$ cat src/logic/wake_pin_pkg.sv
`default_nettype none
package wake_pin_pkg;
  // Chip modes as seen by this block
  typedef enum logic [2:0] {
    MODE_OFF,
    MODE_NORMAL,
    MODE_STOP,
    MODE_SLEEP,
    MODE_RESTART,
    MODE_FAILSAFE,
    MODE_SW_UPDATE
  } chip_mode_t;

  localparam int unsigned CLK_FREQ_HZ = 20000000;
  localparam int unsigned FILTER_MIN_US = 10;
  localparam int unsigned FILTER_MAX_US = 25;
  localparam int unsigned FILTER_MIN_CYC = (FILTER_MIN_US * (CLK_FREQ_HZ / 1000000));
  localparam int unsigned FILTER_MAX_CYC = (FILTER_MAX_US * (CLK_FREQ_HZ / 1000000));
  // Pick the middle of the window
  localparam int unsigned FILTER_CYC = (FILTER_MIN_CYC + FILTER_MAX_CYC) / 2;
  localparam int unsigned FILT_W = 10;
  localparam logic [FILT_W-1:0] FILTER_LIMIT = FILT_W'(FILTER_CYC);
  localparam logic RESET_LEVEL = 1'b0;
  localparam logic RESET_ENABLE = 1'b0;
endpackage
`default_nettype wire

$ cat src/logic/wake_pin_monitor.sv
`timescale 1ns/10ps
`default_nettype none
module wake_pin_monitor
  import wake_pin_pkg::*;
(
  input wire logic clk_sys_in,
  input wire logic rst_n_in,
  input wire logic wake_input_in,
  input wire chip_mode_t chip_mode_in,
  input wire logic undervoltage_off_in,
  input wire logic wake_input_enable_in,
  input wire logic mask_rise_in,
  input wire logic mask_fall_in,
  input wire logic clear_flag_a_in,
  input wire logic clear_flag_b_in,
  output logic wake_level_status_out,
  output logic wake_edge_flag_a_out,
  output logic wake_edge_flag_b_out,
  output logic irq_out,
  output logic wake_request_out,
  output logic restart_request_out
);
  // ----------------------------------------
  // State
  // ----------------------------------------
  typedef struct packed {
    logic level_stat;
    logic flag_a;
    logic flag_b;
    logic irq;
    logic wake_req;
    logic restart_req;
  } mon_state_t;

  mon_state_t s_q;
  mon_state_t s_d;
  logic filt_level;
  logic filt_rise;
  logic filt_fall;

  function automatic logic awake_mode(input chip_mode_t m);
    awake_mode = (m == MODE_NORMAL) || (m == MODE_STOP) || (m == MODE_SW_UPDATE);
  endfunction

  wake_glitch_filter u_filter (
    .clk_sys_in(clk_sys_in),
    .rst_n_in(rst_n_in),
    .raw_in(wake_input_in),
    .level_out(filt_level),
    .rise_out(filt_rise),
    .fall_out(filt_fall)
  );

  // ----------------------------------------
  // Flags and wake decisions
  // ----------------------------------------
  logic edge_any;
  logic powered;
  assign powered = !(undervoltage_off_in || chip_mode_in == MODE_OFF);
  assign edge_any = (filt_rise || filt_fall) && powered;
  logic flag_arm;
  assign flag_arm = awake_mode(chip_mode_in) && wake_input_enable_in && powered;

  always_comb begin
    s_d = s_q;
    if (awake_mode(chip_mode_in)) begin
      s_d.level_stat = filt_level;
    end
    // Clear first, a same-cycle edge wins
    if (clear_flag_a_in) begin
      s_d.flag_a = 1'b0;
    end
    if (clear_flag_b_in) begin
      s_d.flag_b = 1'b0;
    end
    if (awake_mode(chip_mode_in) && wake_input_enable_in && powered) begin
      if (filt_rise) begin
        s_d.flag_a = 1'b1;
      end
      if (filt_fall) begin
        s_d.flag_b = 1'b1;
      end
    end
    s_d.irq = (s_d.flag_a && !mask_rise_in) || (s_d.flag_b && !mask_fall_in);
    // Sleep exit: qualified edge or a pending flag
    s_d.wake_req = (chip_mode_in == MODE_SLEEP) && powered &&
      ((wake_input_enable_in && edge_any) || s_q.flag_a || s_q.flag_b);
    s_d.restart_req = (chip_mode_in == MODE_FAILSAFE) && edge_any;
  end

  always_ff @(posedge clk_sys_in or negedge rst_n_in) begin
    if (!rst_n_in) begin
      s_q <= '0;
    end else begin
      s_q <= s_d;
    end
  end

  assign wake_level_status_out = s_q.level_stat;
  assign wake_edge_flag_a_out = s_q.flag_a;
  assign wake_edge_flag_b_out = s_q.flag_b;
  assign irq_out = s_q.irq;
  assign wake_request_out = s_q.wake_req;
  assign restart_request_out = s_q.restart_req;

  // ----------------------------------------
  // Checks
  // ----------------------------------------
  flag_rise_set_a: assert property (@(posedge clk_sys_in) disable iff (!rst_n_in)
    (filt_rise && powered && wake_input_enable_in && awake_mode(chip_mode_in))
    |=> wake_edge_flag_a_out)
    else $error("rising edge did not set flag a");
  flag_fall_set_a: assert property (@(posedge clk_sys_in) disable iff (!rst_n_in)
    (filt_fall && powered && wake_input_enable_in && awake_mode(chip_mode_in))
    |=> wake_edge_flag_b_out)
    else $error("falling edge did not set flag b");
  flag_origin_a: assert property (@(posedge clk_sys_in) disable iff (!rst_n_in)
    $rose(wake_edge_flag_a_out) |-> $past(filt_rise && flag_arm))
    else $error("flag a rose without qualified edge");
  flag_origin_b_a: assert property (@(posedge clk_sys_in) disable iff (!rst_n_in)
    $rose(wake_edge_flag_b_out) |-> $past(filt_fall && flag_arm))
    else $error("flag b rose without qualified edge");
  flag_sticky_a: assert property (@(posedge clk_sys_in) disable iff (!rst_n_in)
    (wake_edge_flag_a_out && !clear_flag_a_in) |=> wake_edge_flag_a_out)
    else $error("flag a dropped without clear");
  flag_sticky_b_a: assert property (@(posedge clk_sys_in) disable iff (!rst_n_in)
    (wake_edge_flag_b_out && !clear_flag_b_in) |=> wake_edge_flag_b_out)
    else $error("flag b dropped without clear");
  clear_a_done_a: assert property (@(posedge clk_sys_in) disable iff (!rst_n_in)
    (clear_flag_a_in && !(filt_rise && flag_arm)) |=> !wake_edge_flag_a_out)
    else $error("flag a not cleared");
  clear_b_done_a: assert property (@(posedge clk_sys_in) disable iff (!rst_n_in)
    (clear_flag_b_in && !(filt_fall && flag_arm)) |=> !wake_edge_flag_b_out)
    else $error("flag b not cleared");
  enable_gate_a: assert property (@(posedge clk_sys_in) disable iff (!rst_n_in)
    (!wake_input_enable_in && !wake_edge_flag_b_out && !clear_flag_b_in)
    |=> !wake_edge_flag_b_out)
    else $error("flag b set while disabled");
  rise_enable_gate_a: assert property (@(posedge clk_sys_in) disable iff (!rst_n_in)
    (!wake_input_enable_in && !wake_edge_flag_a_out) |=> !wake_edge_flag_a_out)
    else $error("flag a set while disabled");
  off_ignore_a: assert property (@(posedge clk_sys_in) disable iff (!rst_n_in)
    undervoltage_off_in |=> !wake_request_out && !restart_request_out)
    else $error("wake acted on while off");
  off_mode_a: assert property (@(posedge clk_sys_in) disable iff (!rst_n_in)
    (chip_mode_in == MODE_OFF) |=> !wake_request_out && !restart_request_out)
    else $error("wake acted on in off state");
  unpowered_flags_a: assert property (@(posedge clk_sys_in) disable iff (!rst_n_in)
    (!powered && !wake_edge_flag_a_out && !wake_edge_flag_b_out)
    |=> !wake_edge_flag_a_out && !wake_edge_flag_b_out)
    else $error("flag set while unpowered");
  level_report_a: assert property (@(posedge clk_sys_in) disable iff (!rst_n_in)
    awake_mode(chip_mode_in) |=> wake_level_status_out == $past(filt_level))
    else $error("level status stale");
  level_hold_a: assert property (@(posedge clk_sys_in) disable iff (!rst_n_in)
    !awake_mode(chip_mode_in) |=> $stable(wake_level_status_out))
    else $error("level status moved outside awake modes");

  // ----------------------------------------
  // Sleep and restart checks
  // ----------------------------------------
  sleep_wake_a: assert property (@(posedge clk_sys_in) disable iff (!rst_n_in)
    (chip_mode_in == MODE_SLEEP && !undervoltage_off_in &&
     (wake_edge_flag_a_out || wake_edge_flag_b_out)) |=> wake_request_out)
    else $error("sleep kept with pending flag");
  sleep_edge_a: assert property (@(posedge clk_sys_in) disable iff (!rst_n_in)
    (chip_mode_in == MODE_SLEEP && wake_input_enable_in && edge_any) |=> wake_request_out)
    else $error("enabled edge did not leave sleep");
  sleep_disabled_a: assert property (@(posedge clk_sys_in) disable iff (!rst_n_in)
    (chip_mode_in == MODE_SLEEP && !wake_input_enable_in &&
     !wake_edge_flag_a_out && !wake_edge_flag_b_out) |=> !wake_request_out)
    else $error("disabled pin woke the chip");
  awake_no_wake_a: assert property (@(posedge clk_sys_in) disable iff (!rst_n_in)
    (chip_mode_in != MODE_SLEEP) |=> !wake_request_out)
    else $error("wake request outside sleep");
  failsafe_edge_a: assert property (@(posedge clk_sys_in) disable iff (!rst_n_in)
    (chip_mode_in == MODE_FAILSAFE && edge_any) |=> restart_request_out)
    else $error("fail-safe edge ignored");
  restart_only_fs_a: assert property (@(posedge clk_sys_in) disable iff (!rst_n_in)
    !(chip_mode_in == MODE_FAILSAFE && edge_any) |=> !restart_request_out)
    else $error("restart request without fail-safe edge");
  restart_pulse_a: assert property (@(posedge clk_sys_in) disable iff (!rst_n_in)
    restart_request_out |=> !restart_request_out)
    else $error("restart request longer than one cycle");

  // ----------------------------------------
  // Interrupt checks
  // ----------------------------------------
  irq_mask_a: assert property (@(posedge clk_sys_in) disable iff (!rst_n_in)
    (mask_rise_in && mask_fall_in) |=> !irq_out)
    else $error("interrupt despite masks");
  irq_source_a: assert property (@(posedge clk_sys_in) disable iff (!rst_n_in)
    irq_out |-> (wake_edge_flag_a_out || wake_edge_flag_b_out))
    else $error("interrupt without flag");
  irq_follow_a: assert property (@(posedge clk_sys_in) disable iff (!rst_n_in)
    1'b1 |=> irq_out == ((wake_edge_flag_a_out && !$past(mask_rise_in)) ||
      (wake_edge_flag_b_out && !$past(mask_fall_in))))
    else $error("interrupt does not follow flags and masks");

  // ----------------------------------------
  // Covers
  // ----------------------------------------
  wake_sleep_c: cover property (@(posedge clk_sys_in) disable iff (!rst_n_in)
    chip_mode_in == MODE_SLEEP && wake_request_out);
  flag_irq_c: cover property (@(posedge clk_sys_in) disable iff (!rst_n_in)
    irq_out && wake_edge_flag_a_out);
  restart_c: cover property (@(posedge clk_sys_in) disable iff (!rst_n_in)
    restart_request_out);
  pending_sleep_c: cover property (@(posedge clk_sys_in) disable iff (!rst_n_in)
    chip_mode_in == MODE_SLEEP && wake_edge_flag_b_out);
  masked_flag_c: cover property (@(posedge clk_sys_in) disable iff (!rst_n_in)
    wake_edge_flag_a_out && !irq_out);
endmodule
`default_nettype wire

$ cat src/logic/wake_glitch_filter.sv
`timescale 1ns/10ps
`default_nettype none
module wake_glitch_filter
  import wake_pin_pkg::*;
(
  input wire logic clk_sys_in,
  input wire logic rst_n_in,
  input wire logic raw_in,
  output logic level_out,
  output logic rise_out,
  output logic fall_out
);
  typedef struct packed {
    logic [2:0] sync;
    logic cand;
    logic [FILT_W-1:0] cnt;
    logic level;
    logic rise;
    logic fall;
  } filt_state_t;

  filt_state_t s_q;
  filt_state_t s_d;

  always_comb begin
    s_d = s_q;
    s_d.sync = {s_q.sync[1:0], raw_in};
    s_d.rise = 1'b0;
    s_d.fall = 1'b0;
    // Second and third stages agree before the level counts
    if (s_q.sync[2] == s_q.sync[1]) begin
      if (s_q.sync[2] != s_q.cand) begin
        s_d.cand = s_q.sync[2];
        s_d.cnt = '0;
      end else if (s_q.cand != s_q.level) begin
        if (s_q.cnt >= FILTER_LIMIT - FILT_W'(1)) begin
          s_d.level = s_q.cand;
          s_d.rise = s_q.cand;
          s_d.fall = ~s_q.cand;
          s_d.cnt = '0;
        end else begin
          s_d.cnt = s_q.cnt + FILT_W'(1);
        end
      end else begin
        s_d.cnt = '0;
      end
    end
  end

  always_ff @(posedge clk_sys_in or negedge rst_n_in) begin
    if (!rst_n_in) begin
      s_q <= '0;
    end else begin
      s_q <= s_d;
    end
  end

  assign level_out = s_q.level;
  assign rise_out = s_q.rise;
  assign fall_out = s_q.fall;

  filter_hold_a: assert property (@(posedge clk_sys_in) disable iff (!rst_n_in)
    $changed(s_q.level) |-> $past(s_q.cand == s_q.level, 1) == 1'b0)
    else $error("level changed without stable candidate");
  filter_edge_a: assert property (@(posedge clk_sys_in) disable iff (!rst_n_in)
    (rise_out || fall_out) |-> $changed(level_out))
    else $error("edge pulse without level change");
endmodule
`default_nettype wire

$ cat config.mk
export PLATFORM = sky130hd
export DESIGN_NAME = wake_pin_monitor
export DESIGN_NICKNAME = d
export VERILOG_FILES = /design/src/logic/wake_pin_pkg.sv /design/src/logic/wake_pin_monitor.sv /design/src/logic/wake_glitch_filter.sv
export SDC_FILE = /design/constraint.sdc
export NUM_CORES = 1
export LEC_CHECK = 0
export BUFFER_PORTS_ARGS = -buffer_cell sky130_fd_sc_hd__buf_2
export CORE_UTILIZATION = 48
export CTS_BUF_LIST = sky130_fd_sc_hd__clkbuf_4 sky130_fd_sc_hd__clkbuf_8
export CTS_CLUSTER_DIAMETER = 120
export DETAILED_ROUTE_END_ITERATION = 10
export PLACE_DENSITY = 0.69
export SYNTH_ARGS = -nofsm -noshare
export SYNTH_HDL_FRONTEND = slang
export SYNTH_SLANG_ARGS = --single-unit
$ cat constraint.sdc
create_clock -name clk_sys_in -period 4.7 [get_ports clk_sys_in]
set_clock_uncertainty 0.05 [all_clocks]
set_input_delay 0.705 -clock clk_sys_in [delete_from_list [all_inputs] [get_ports clk_sys_in]]
set_output_delay 0.705 -clock clk_sys_in [all_outputs]
set_load 0.05 [all_outputs]
==> results by group <==
Run status
  – Status: completed

Place
  – PortBufs: 17
  – Hpwl dp: ~1.6 mm
  – Post-Place Cell Area: 1240 sq um
  – Dpl ws: 2.65 ns
  – GP Congestion: approximately 0.82

Layout
  – Final Net Count: between 100 and 150
  – Syn-to-layout area delta: 9.23%
  – Final instance area: around 1300 sq um
  – Number of diodes: 0
  – Layout cells sized above 1: 0.220

Logic synthesis
  – Largest family of logic cells by synthesized area: simple AND/OR/NAND/NOR gates
  – Post-synthesis cell type count: 36
  – Synthesized cell area: between 1000 and 1500 sq um
  – Syn Nets: approximately 130
  – Adder-cell area share of the yosys netlist: 0.0322
  – Synth Area in Simple Gates: 0.210
  – Synthesis-stage register bit count: 23
  – Post-synthesis sequential area ratio: 0.494
  – Count of yosys warnings during synthesis: 0
  – Syn_area_per_cell: ~11 sq um
  – Post-Synth XOR/XNOR Area: 0.0225
  – Synthesized instance count: 111
  – Post-synthesis mux area share: 0.0268
  – Compound-cell area share of the yosys netlist: 0.149

STA
  – Final min period: roughly 2.1 ns
  – Setup_tns: 0 ns
  – RSZ-0062 raised after global routing: false
  – Final setup viols: 0
  – Fin. Hold Viols: 0
  – Slew Viols, Final: 0
  – Fmax: roughly 480 MHz
  – Final worst slack: approximately 2.6 ns
  – Worst-case headroom to the max-slew limit: 0.611
  – Slew of the pin with the lowest slew margin: between 0.5 and 0.6 ns
  – Tcrit/Tclk final: 0.444

Floorplanning
  – Die width: 51.3 microns
  – Die area: 2630 sq um
  – Initial core utilization: 0.517
  – DIE HEIGHT: roughly 50 microns
  – Row count: 17
  – Core area: about 2300 sq um
  – Num ports: 18

Drt
  – Via count: 880
  – Routed WL: 2.12 mm
  – DR DRC count: 0
  – Post-DR wirelength/cell: ~14 microns
  – Vias per inst: approximately 5.7
  – ANT nets after route: 0
  – DR iter-0 viols: 20
  – Drt pass-1 iters: 4

Global routing
  – Largest net degree at the start of global routing: 24
  – GRT Residual Overflow: 0
  – Vias in the first global route: between 800 and 900
  – Initial antenna violation count: 0
  – GRT Util Overall: 0.190
  – First-pass GRT wire length: approximately 3.6 mm

Hold path
  – Hold Path Class: input port to async pin

Clock network
  – Post-CTS Setup Bufs: 0
  – H-tree lvl count: 1
  – Post-cts sizing count: 0
  – Clock buffer depth: 2
  – Skew-Pair Late Insertion Delay: 0.32 ns
  – CTS hold repair buffers: 0
  – Clock Tree Root: clkbuf_4
  – Worst-path clk slew: around 0.14 ns
  – Sink Count: 23
  – CTS buffer count: 3
  – CTS tree: done

Worst setup path
  – R2r setup slk: around 2.6 ns
  – Worst setup SP type: flop
  – Critical path launch point: u_filter.s_q[16]
  – Crit path max fanout: 13
  – Arrival time of the worst setup path: approximately 2.3 ns
  – Worst EP required: slightly below 5 ns
  – Worst Setup EP: u_filter.s_q[9]
  – FF-to-FF path depth: 4
  – CP Class: flop to flop
  – Worst setup EP type: flop
  – Worst r2r dst: u_filter.s_q[9]
  – RR Startpoint: u_filter.s_q[16]

Power
  – Power Density: roughly 270 nW/um^2
  – Worst vdd ir: 0.249 mV
  – Static leakage: 0.000599 uW

Job
  – Max-Cap Viols: 0
## final cells by class
class | instances | area, sq um
fillers | 204 | 981
multi-input cells | 74 | 514
clock inverters | 1 | 7.51
inverters | 9 | 33.8
clock buffers | 3 | 22.5
repair buffers | 17 | 85.1
flip-flops and latches | 23 | 576
well taps | 28 | 35.0
## through the flow
stage | utilization | cells | total power (uW) | hold slack, ns
2_1_floorplan | - | 111 | 233 | 0.281
3_3_place_gp | 0.552 | 151 | 245 | 0.303
3_5_place_dp | 0.552 | 151 | 247 | 0.302
4_1_cts | 0.565 | 155 | 343 | 0.286
5_1_grt | 0.565 | 155 | 357 | 0.303
6_report | 0.565 | 155 | 339 | 0.272
## registers in the layout, indices dropped and copies added (netlist names)
name	count
u_filter.s_q	12
u_filter.s_d	2
irq_out	1
restart_request_out	1
u_filter.fall_out	1
u_filter.level_out	1
u_filter.rise_out	1
wake_edge_flag_a_out	1
wake_edge_flag_b_out	1
wake_level_status_out	1
wake_request_out	1
## how the worst min path moves through the flow
stage | slack, ns | depth (start not counted) | start | end
detailed placement | 0.30 | 0 | u_filter.s_d[15] | u_filter.s_d[16]
global placement | 0.30 | 0 | u_filter.s_d[15] | u_filter.s_d[16]
floorplan | 0.28 | 0 | u_filter.s_d[15] | u_filter.s_d[16]
CTS | 0.29 | 1 | rst_n_in | irq_out
global route | 0.30 | 1 | rst_n_in | wake_request_out
finish | 0.27 | 1 | rst_n_in | irq_out
## power by group
| group | total (uW) | leakage (uW) | switching (uW) | internal (uW) |
|---|---|---|---|---|
| clock | 96.6 | 0.0000139 | 64.1 | 32.5 |
| combinational | 32.8 | 0.000275 | 19.1 | 13.7 |
| sequential | 210 | 0.000311 | 7.51 | 202 |
## placed cells by master (no fill, tap or decap), types with 2 or more instances in the layout
cell type  count
a31oi_1        8
a32oi_1        2
clkbuf_4       3
mux2i_1        2
ha_1           3
a21oi_1        3
o22ai_1        2
nand3_1        8
o21ai_1        2
o21ai_0        3
nand2b_1       4
and3_1         3
dfrtp_1       23
and2_1         4
nor2_1         3
nand2_1        6
xor2_1         2
buf_2         17
inv_1          9
nand4b_1       2
nand4_1        3
## routing by layer
layer / vias up / wire, microns / GRT usage
li1: 434 / - / -
met1: 423 / 994 / 0.217
met2: 17 / 1000 / 0.322
met3: 6 / 76 / 0.0476
met4: 0 / 48 / 0.104
met5: - / 0 / 0
## critical path, stage by stage (launching register included)
cell,delay (ns)
dfrtp_1,0.48
or4b_4,0.56
a221oi_4,0.54
nand3_1,0.17
a31oi_1,0.20
## logic make-up (layout without fill, tap and decap cells)
group,Yosys count,after routing
AOI/OAI and AO/OA,24,24
xor gates and xnor gates,3,3
adders and majority gates,3,3
buffers and inverters,14,30
DFF,23,23
muxes,3,3
and+or+nand+nor,41,41
## cells in the mapped netlist
master	n	area share
or2_2	1	0.0054
xnor2_1	1	0.0075
xor2_1	2	0.015
inv_1	9	0.029
o22ai_1	2	0.011
o21ai_1	2	0.0086
nor2_1	3	0.0097
nand2_2	1	0.0054
nand2b_1	4	0.021
a21oi_1	3	0.013
a32oi_1	2	0.015
clkbuf_1	1	0.0032
nor2b_1	1	0.0054
nor4b_1	1	0.0075
nor4bb_1	1	0.0086
nand2_1	6	0.019
a21o_1	1	0.0064
and3_1	3	0.016
nand3b_1	1	0.0064
dfrtp_1	23	0.49
nand4_1	3	0.016
mux2_2	1	0.0097
a311oi_1	1	0.0075
ha_1	3	0.032
nand3_1	8	0.034
mux2i_1	2	0.017
or3_2	1	0.0064
o21ai_0	3	0.013
a31oi_1	8	0.043
or4b_4	1	0.012
nand4b_1	2	0.015
and2_1	4	0.021
buf_6	3	0.029
clkbuf_2	1	0.0043
a221oi_4	1	0.023
o221a_2	1	0.0097
Note: power is estimated with default switching activity, not from simulation.
